==> config.mk <==
export PLATFORM = sky130hd
export DESIGN_NAME = lmx_exec
export DESIGN_NICKNAME = d
export VERILOG_FILES = /design/src/hdl/lmx_pkg.sv /design/src/hdl/lmx_decode.sv /design/src/hdl/lmx_exec.sv
export SDC_FILE = /design/constraint.sdc
export NUM_CORES = 1
export LEC_CHECK = 0
export ABC_AREA = 1
export BUFFER_PORTS_ARGS = -buffer_cell sky130_fd_sc_hd__buf_4
export CORE_AREA = 2 2 91 49
export CTS_BUF_LIST = sky130_fd_sc_hd__clkbuf_8
export DETAILED_ROUTE_END_ITERATION = 16
export DIE_AREA = 0 0 93 51
export PLACE_DENSITY = 0.72
export SYNTH_ARGS = -nofsm -noshare
export SYNTH_HDL_FRONTEND = slang
export SYNTH_SLANG_ARGS = --single-unit
==> constraint.sdc <==
create_clock -name mclk_in -period 1.2 [get_ports mclk_in]
set_input_delay 0.24 -clock mclk_in [delete_from_list [all_inputs] [get_ports mclk_in]]
set_output_delay 0.24 -clock mclk_in [all_outputs]
set_load 0.01 [all_outputs]
==> src/hdl/lmx_pkg.sv <==
// package for the logic/move instruction executor: opcodes, fields, resets.
// assumes a 12-bit instruction word and an 8-bit datapath.
package lmx_pkg;
  localparam int INSTR_W = 12;
  localparam int DATA_W = 8;
  localparam int FADDR_W = 5;
  // opcode patterns and masks
  localparam logic [11:0] OP_MASK_LIT = 12'hf00;
  localparam logic [11:0] OP_OR_LIT = 12'hd00;
  localparam logic [11:0] OP_LOAD_LIT = 12'hc00;
  localparam logic [11:0] OP_MASK_FD = 12'hfc0;
  localparam logic [11:0] OP_OR_FILE = 12'h100;
  localparam logic [11:0] OP_MOVE_FILE = 12'h200;
  localparam logic [11:0] OP_MASK_F = 12'hfe0;
  localparam logic [11:0] OP_STORE_ACC = 12'h020;
  localparam logic [11:0] OP_LOAD_OPTION = 12'h002;
  localparam logic [11:0] OP_NOP = 12'h000;
  // field positions
  localparam int DEST_BIT = 5;
  // reset values
  localparam logic [7:0] ACC_RST = 8'h00;
  localparam logic [7:0] OPTION_RST = 8'hff;
  localparam logic ZERO_RST = 1'b0;
  // one instruction cycle = this many core clocks
  localparam int INSTR_CYCLES = 1;

  typedef enum {
    LMX_OP_NOP,
    LMX_OP_OR_LIT,
    LMX_OP_LOAD_LIT,
    LMX_OP_OR_FILE,
    LMX_OP_MOVE_FILE,
    LMX_OP_STORE_ACC,
    LMX_OP_OPTION,
    LMX_OP_OTHER
  } lmx_op_t;

  // decoded instruction carrier
  typedef struct packed {
    logic [7:0] literal;
    logic [4:0] faddr;
    logic to_file;
  } lmx_fields_t;

  // file register write request
  typedef struct packed {
    logic en;
    logic [4:0] addr;
    logic [7:0] data;
  } lmx_fwrite_t;
endpackage : lmx_pkg

==> src/hdl/lmx_decode.sv <==
// pure decoder: classifies one instruction word and splits its fields.
// assumes the word is stable in the cycle it is flagged valid.
module lmx_decode (
  // instruction
  input wire logic [11:0] instr_in,
  // decoded
  output lmx_pkg::lmx_op_t op_out,
  output lmx_pkg::lmx_fields_t fields_out
);
  always_comb begin
    fields_out.literal = instr_in[7:0];
    fields_out.faddr = instr_in[4:0];
    fields_out.to_file = instr_in[lmx_pkg::DEST_BIT];
    if ((instr_in & lmx_pkg::OP_MASK_LIT) == lmx_pkg::OP_OR_LIT) begin
      op_out = lmx_pkg::LMX_OP_OR_LIT;
    end else if ((instr_in & lmx_pkg::OP_MASK_LIT) ==
                 lmx_pkg::OP_LOAD_LIT) begin
      op_out = lmx_pkg::LMX_OP_LOAD_LIT;
    end else if ((instr_in & lmx_pkg::OP_MASK_FD) ==
                 lmx_pkg::OP_OR_FILE) begin
      op_out = lmx_pkg::LMX_OP_OR_FILE;
    end else if ((instr_in & lmx_pkg::OP_MASK_FD) ==
                 lmx_pkg::OP_MOVE_FILE) begin
      op_out = lmx_pkg::LMX_OP_MOVE_FILE;
    end else if ((instr_in & lmx_pkg::OP_MASK_F) ==
                 lmx_pkg::OP_STORE_ACC) begin
      op_out = lmx_pkg::LMX_OP_STORE_ACC;
    end else if (instr_in == lmx_pkg::OP_LOAD_OPTION) begin
      op_out = lmx_pkg::LMX_OP_OPTION;
    end else if (instr_in == lmx_pkg::OP_NOP) begin
      op_out = lmx_pkg::LMX_OP_NOP;
    end else begin
      op_out = lmx_pkg::LMX_OP_OTHER;
    end
  end
endmodule : lmx_decode

==> src/hdl/lmx_exec.sv <==
// executor for the OR, move, nop and option-load instructions.
// assumes fetch hands one word per valid pulse and the file register
// array answers file_rdata_in combinationally for file_raddr_out.
//
// How it works
// RULE_01: OR-literal (1101 kkkk kkkk) ORs k into acc, sets zero, one cycle.
// RULE_02: OR-file (0001 00df ffff) ORs acc with file, sets zero, one cycle.
// RULE_03: register logic ops send result to acc when d=0, to file when d=1.
// RULE_04: move-file (0010 00df ffff) copies file to chosen dest, one cycle.
// RULE_05: move-file always updates zero, even writing back to the same file.
// RULE_06: move-file with d=1 writes back the addressed file, not the acc.
// RULE_07: store-acc (0000 001f ffff) writes acc to file, flags untouched.
// RULE_08: 0000 0000 0010 loads acc into option register, flags untouched.
// RULE_09: load-literal (1100 kkkk kkkk) puts k in acc, flags untouched.
// RULE_10: all-zero word changes nothing for one cycle.
module lmx_exec (
  // clock and reset
  input wire logic mclk_in,
  input wire logic resetn_in,
  // instruction from fetch
  input wire logic instr_valid_in,
  input wire logic [11:0] instr_in,
  // file register array
  output logic [4:0] file_raddr_out,
  input wire logic [7:0] file_rdata_in,
  output lmx_pkg::lmx_fwrite_t file_wr_out,
  // architectural state
  output logic [7:0] acc_out,
  output logic zero_flag_out,
  output logic [7:0] option_out,
  output logic done_out,
  output logic unsupported_out
);
  lmx_pkg::lmx_op_t op;
  lmx_pkg::lmx_fields_t fld;
  logic [7:0] result;
  logic [7:0] acc_q;
  logic zero_q;
  logic [7:0] option_q;
  lmx_pkg::lmx_fwrite_t fwr_q;
  logic done_q;
  logic unsup_q;

  lmx_decode u_dec (
    .instr_in(instr_in),
    .op_out(op),
    .fields_out(fld)
  );

  // file read is combinational so the whole op fits one clock
  assign file_raddr_out = fld.faddr;

  always_comb begin
    unique case (op)
      lmx_pkg::LMX_OP_OR_LIT: result = acc_q | fld.literal; // [RULE_01]
      lmx_pkg::LMX_OP_OR_FILE: result = acc_q | file_rdata_in; // [RULE_02]
      lmx_pkg::LMX_OP_MOVE_FILE: result = file_rdata_in; // [RULE_04]
      lmx_pkg::LMX_OP_LOAD_LIT: result = fld.literal; // [RULE_09]
      default: result = acc_q;
    endcase
  end

  function automatic logic writes_acc(lmx_pkg::lmx_op_t o, logic to_file);
    writes_acc = (o == lmx_pkg::LMX_OP_OR_LIT) ||
                 (o == lmx_pkg::LMX_OP_LOAD_LIT) ||
                 (((o == lmx_pkg::LMX_OP_OR_FILE) ||
                   (o == lmx_pkg::LMX_OP_MOVE_FILE)) && !to_file);
  endfunction : writes_acc

  // accumulator
  always_ff @(posedge mclk_in or negedge resetn_in) begin
    if (!resetn_in) begin
      acc_q <= lmx_pkg::ACC_RST;
    end else if (instr_valid_in && writes_acc(op, fld.to_file)) begin
      acc_q <= result; // [RULE_03] [RULE_09]
    end
  end

  // zero flag: only OR and move touch it
  always_ff @(posedge mclk_in or negedge resetn_in) begin
    if (!resetn_in) begin
      zero_q <= lmx_pkg::ZERO_RST;
    end else if (instr_valid_in && (op == lmx_pkg::LMX_OP_OR_LIT ||
                 op == lmx_pkg::LMX_OP_OR_FILE ||
                 op == lmx_pkg::LMX_OP_MOVE_FILE)) begin
      zero_q <= (result == 8'h00); // [RULE_01] [RULE_02] [RULE_05]
    end
  end

  // option register
  always_ff @(posedge mclk_in or negedge resetn_in) begin
    if (!resetn_in) begin
      option_q <= lmx_pkg::OPTION_RST;
    end else if (instr_valid_in && op == lmx_pkg::LMX_OP_OPTION) begin
      option_q <= acc_q; // [RULE_08]
    end
  end

  // file write port, registered: one-cycle strobe after the op
  always_ff @(posedge mclk_in or negedge resetn_in) begin
    if (!resetn_in) begin
      fwr_q <= '0;
    end else begin
      fwr_q.en <= 1'b0;
      fwr_q.addr <= fld.faddr;
      fwr_q.data <= result;
      if (instr_valid_in) begin
        if (op == lmx_pkg::LMX_OP_STORE_ACC) begin
          fwr_q.en <= 1'b1; // [RULE_07]
          fwr_q.data <= acc_q;
        end else if ((op == lmx_pkg::LMX_OP_OR_FILE ||
                      op == lmx_pkg::LMX_OP_MOVE_FILE) && fld.to_file) begin
          fwr_q.en <= 1'b1; // [RULE_03] [RULE_06]
        end
      end
    end
  end

  // completion and unsupported-word pulses
  always_ff @(posedge mclk_in or negedge resetn_in) begin
    if (!resetn_in) begin
      done_q <= 1'b0;
      unsup_q <= 1'b0;
    end else begin
      done_q <= instr_valid_in && op != lmx_pkg::LMX_OP_OTHER; // [RULE_10]
      unsup_q <= instr_valid_in && op == lmx_pkg::LMX_OP_OTHER;
    end
  end

  assign acc_out = acc_q;
  assign zero_flag_out = zero_q;
  assign option_out = option_q;
  assign file_wr_out = fwr_q;
  assign done_out = done_q;
  assign unsupported_out = unsup_q;

  a_or_lit_zero: assert property ( // [RULE_01]
    @(posedge mclk_in) disable iff (!resetn_in)
    instr_valid_in && op == lmx_pkg::LMX_OP_OR_LIT |=>
    acc_q == ($past(acc_q) | $past(fld.literal)) &&
    zero_q == (acc_q == 8'h00))
    else $error("or literal result wrong");

  a_or_file_zero: assert property ( // [RULE_02]
    @(posedge mclk_in) disable iff (!resetn_in)
    instr_valid_in && op == lmx_pkg::LMX_OP_OR_FILE |=>
    zero_q == (($past(acc_q) | $past(file_rdata_in)) == 8'h00))
    else $error("or file zero flag wrong");

  a_dest_acc: assert property ( // [RULE_03]
    @(posedge mclk_in) disable iff (!resetn_in)
    instr_valid_in && op == lmx_pkg::LMX_OP_OR_FILE && !fld.to_file |=>
    !fwr_q.en && acc_q == ($past(acc_q) | $past(file_rdata_in)))
    else $error("or file d=0 misrouted");

  a_dest_file: assert property ( // [RULE_03]
    @(posedge mclk_in) disable iff (!resetn_in)
    instr_valid_in && op == lmx_pkg::LMX_OP_OR_FILE && fld.to_file |=>
    fwr_q.en && fwr_q.data == ($past(acc_q) | $past(file_rdata_in)) &&
    $stable(acc_q))
    else $error("or file d=1 misrouted");

  a_move_acc: assert property ( // [RULE_04]
    @(posedge mclk_in) disable iff (!resetn_in)
    instr_valid_in && op == lmx_pkg::LMX_OP_MOVE_FILE && !fld.to_file |=>
    acc_q == $past(file_rdata_in))
    else $error("move to acc wrong");

  a_move_test: assert property ( // [RULE_05]
    @(posedge mclk_in) disable iff (!resetn_in)
    instr_valid_in && op == lmx_pkg::LMX_OP_MOVE_FILE |=>
    zero_q == ($past(file_rdata_in) == 8'h00))
    else $error("move zero flag wrong");

  a_move_file: assert property ( // [RULE_06]
    @(posedge mclk_in) disable iff (!resetn_in)
    instr_valid_in && op == lmx_pkg::LMX_OP_MOVE_FILE && fld.to_file |=>
    fwr_q.en && fwr_q.addr == $past(instr_in[4:0]) &&
    fwr_q.data == $past(file_rdata_in) && $stable(acc_q))
    else $error("move d=1 misrouted");

  a_store_acc: assert property ( // [RULE_07]
    @(posedge mclk_in) disable iff (!resetn_in)
    instr_valid_in && op == lmx_pkg::LMX_OP_STORE_ACC |=>
    fwr_q.en && fwr_q.addr == $past(instr_in[4:0]) &&
    fwr_q.data == $past(acc_q) && $stable(zero_q))
    else $error("store acc wrong");

  a_option_load: assert property ( // [RULE_08]
    @(posedge mclk_in) disable iff (!resetn_in)
    instr_valid_in && op == lmx_pkg::LMX_OP_OPTION |=>
    option_q == $past(acc_q) && $stable(zero_q) && $stable(acc_q))
    else $error("option load wrong");

  a_load_lit: assert property ( // [RULE_09]
    @(posedge mclk_in) disable iff (!resetn_in)
    instr_valid_in && op == lmx_pkg::LMX_OP_LOAD_LIT |=>
    acc_q == $past(fld.literal) && $stable(zero_q))
    else $error("load literal wrong");

  a_nop_idle: assert property ( // [RULE_10]
    @(posedge mclk_in) disable iff (!resetn_in)
    instr_valid_in && op == lmx_pkg::LMX_OP_NOP |=>
    $stable(acc_q) && $stable(zero_q) && $stable(option_q) && !fwr_q.en
    && done_q)
    else $error("nop changed state");
endmodule : lmx_exec

==> impl_results.md <==
- Worst-path clk slew: 70 ps
- Synthesized area per cell: 9.23 sq um
- Number of enable flip-flop cells after synthesis: 0
- Min-delay worst type: input pin to flop
- Pre-CTS setup slack: -442 ps
- Critical Path End Type: flop
- Hold path startpoint: instr_in[3]
- Final worst path period share: 109%
- # fillers: 325
- Port bufs: 60
- Syn_nets: 210
- Final Skew: 2.84 ps
- RSZ-0062 raised after global routing: true
- Inserted Clock Buffers: 5
- Post-route DRC: 0
- Number of global-route vias before repair: 1549
- Area share of the largest cell type after synthesis: 36.2%
- Post-Synth Simple-Gate Area: 25.4%
- DRT antenna net count: 0
- Required time of the worst setup path: 1380 ps
- Final HPWL DP: 3400 um
- Worst Setup Start Kind: input pin
- Area delta synth->final: 64.3%
- R2R Path Start: acc_out[4]$_DFFE_PN0P_
- Max_slew headroom: 72.4%
- Final min period: 1300 ps
- Worst path arrival time: 1490 ps
- Sink Count: 33
- First-pass GRT wire length: 7560 um
- Area of the multi-input gates: 842 sq um
- Finished Cell Area: 2840 sq um
- Diode count: 0
- Family with the most delay on the worst path: simple AND/OR/NAND/NOR gates
- Commonest cells after routing, fill and taps aside: buf_4, nand2_1, dfrtp_1
- Critical-path top delay cell: nor2_4
- Pwr/cell area: 1490 nW/um^2
- Clock latency on the worst-skew pair: 290 ps
- Final std cells w/o fill: 348
- Vias after detailed routing: 1660
- Fmax: 0.768 GHz
- Die area: 4740 sq um
- Synth area leaders: dfrtp_1, dfstp_2, nand2_1
- Die H: 51 um
- Final hold violation count: 0
- Syn Inst Count: 187
- Worst R2R Setup Slack: -10 ps
- Mux share of post-synthesis cell area: 0%
- Initial antenna violation count: 0
- Adder-Cell Fraction of Synth Area: 0%
- Commonest non-fill, non-tap cell in the layout: buf_4
- DP Cell Count: 332
- Post-route setup slack: -103 ps
- TritonCTS clock tree: built
- Sequential fraction of the synthesis area: 48.4%
- Xor/xnor cell area share of the yosys netlist: 0%
- Critical path class: input pin to flop
- Cell breakdown of the critical path: buf_8, nor2_4, nand2_2, nor2_2, nand2_2, nand2_4, nor2_4, nand2_4, nand4_1, nand3_1, nor2_2, nand3_2, nand2_1
- Violated checks: negative setup slack
- Vias per cell: 4.77
- I/O pin count: 61
- CP peak stage delay: 170 ps
- Worst setup path startpoint: instr_in[7]
- Yosys cell types: 29
- WHS: 176 ps
- Clk root buf: clkbuf_8
- Syn. warnings: 0
- Core Util, Final: 69.5%
- DP Area: 2490 sq um
- Total GRT Usage: 21.3%
- GPL Wtd Cong: 0.884
- Share of flip-flops with an asynchronous set or reset: 100%
- Total global routing overflow: 0
- Detailed-route wire length: 4970 um
- Fin nets: 313
- Drt first pass iters: 4
- Die Wd: 93 um
- Final Setup Violations: 19
- Max-Cap Viols: 0
- H-tree Lvls: 2
- Register Area: 836 sq um
- Layout cells sized above 1: 61.9%
- Synth Cell Area: 1730 sq um
- Slew @ Worst Pin: 414 ps
- CTS Buffer Depth: 2
- Crit path buf inv count: 1
- Status: finished with violations
- Initial DRC Count: 64
- CP Max Fanout: 3
- Seq cells post-synth: 33
- Fin. max-slew vios: 0
- Initial Util: 42.3%
- Compound-cell area share of the yosys netlist: 16.0%
- Core Area: 4080 sq um
- Largest net degree at the start of global routing: 34
- Largest family of logic cells by synthesized area: simple AND/OR/NAND/NOR gates
- Leak: 1.39 nW
- Rows: 17
- Largest area contributor in the netlist: dfrtp_1
- VDD IR max: 0.958 mV
- Ys flop type: dfrtp_1
- Wire per inst: 14.3 um
==> final cells by class <==
type / count / area share [%]
repair buffers: 102 / 30.1
multi-input cells: 117 / 29.7
flip-flops and latches: 33 / 29.5
inverters: 31 / 4.19
clock buffers: 6 / 2.91
well taps: 57 / 2.51
clock inverters: 2 / 1.19
==> final timing paths <==
path                                                   to  cells past startpoint
worst max-delay path            zero_flag_out$_DFFE_PN0P_                     13
min in group asynchronous       file_wr_out[13]$_DFF_PN0_                      2
max in group asynchronous       option_out[0]$_DFFE_PN1P_                      2
worst max register to register  zero_flag_out$_DFFE_PN0P_                      9
worst min register to register  option_out[3]$_DFFE_PN1P_                      2
worst min-delay path            file_wr_out[11]$_DFF_PN0_                      2
==> flip-flops by register name, indices dropped and copies added (netlist names) <==
| register | count |
|---|---|
| acc_out | 8 |
| file_wr_out | 14 |
| unsupported_out | 1 |
| option_out | 8 |
| zero_flag_out | 1 |
| done_out | 1 |
==> what timing repair did <==
item                       CTS  global route
gates cloned                 0             1
setup buffers                5             1
hold endpoints to repair    25             0
hold buffers                 1             0
setup endpoints to repair   18            28
pin swaps                   13            17
resized for setup           10            36
==> layer usage <==
metal / up-vias / track usage [%] / wire length (um)
met5: - / 0 / 0
met4: 0 / 6.86 / 33
met3: 4 / 7.96 / 319
met2: 47 / 30.4 / 2210
met1: 800 / 30.0 / 2410
li1: 809 / - / -
==> cells in the mapped netlist (3+ instances only) <==
master   number
nand2_1      34
nor2_4        4
o21ai_1       3
a21oi_2       3
nand3_2       3
a21oi_1       7
buf_4         5
inv_1        27
nand3_1       8
o21ai_2      10
dfstp_2       8
o21ai_0       5
nor2_1       16
dfrtp_1      25
inv_2         4
nand2_2       8
==> logic make-up (layout without fill, tap and decap cells) <==
family | Yosys count | after routing
and+or+nand+nor | 82 | 83
AOI/OAI and AO/OA | 34 | 34
DFF | 33 | 33
buffers and inverters | 38 | 141
==> report_power, final <==
group / switching (mW) / internal (mW)
Combinational: 0.691 / 0.828
Clock: 0.421 / 0.669
Sequential: 0.187 / 1.43
==> per-stage QoR <==
step / power, mW / TNS, ps
floorplan: 2.18 / -2630
global placement: 2.91 / -7510
detailed placement: 2.93 / -8340
CTS: 4.08 / -810
global route: 4.48 / -2640
finish: 4.22 / -1180
No activity file was read; power rests on OpenSTA's default activity.
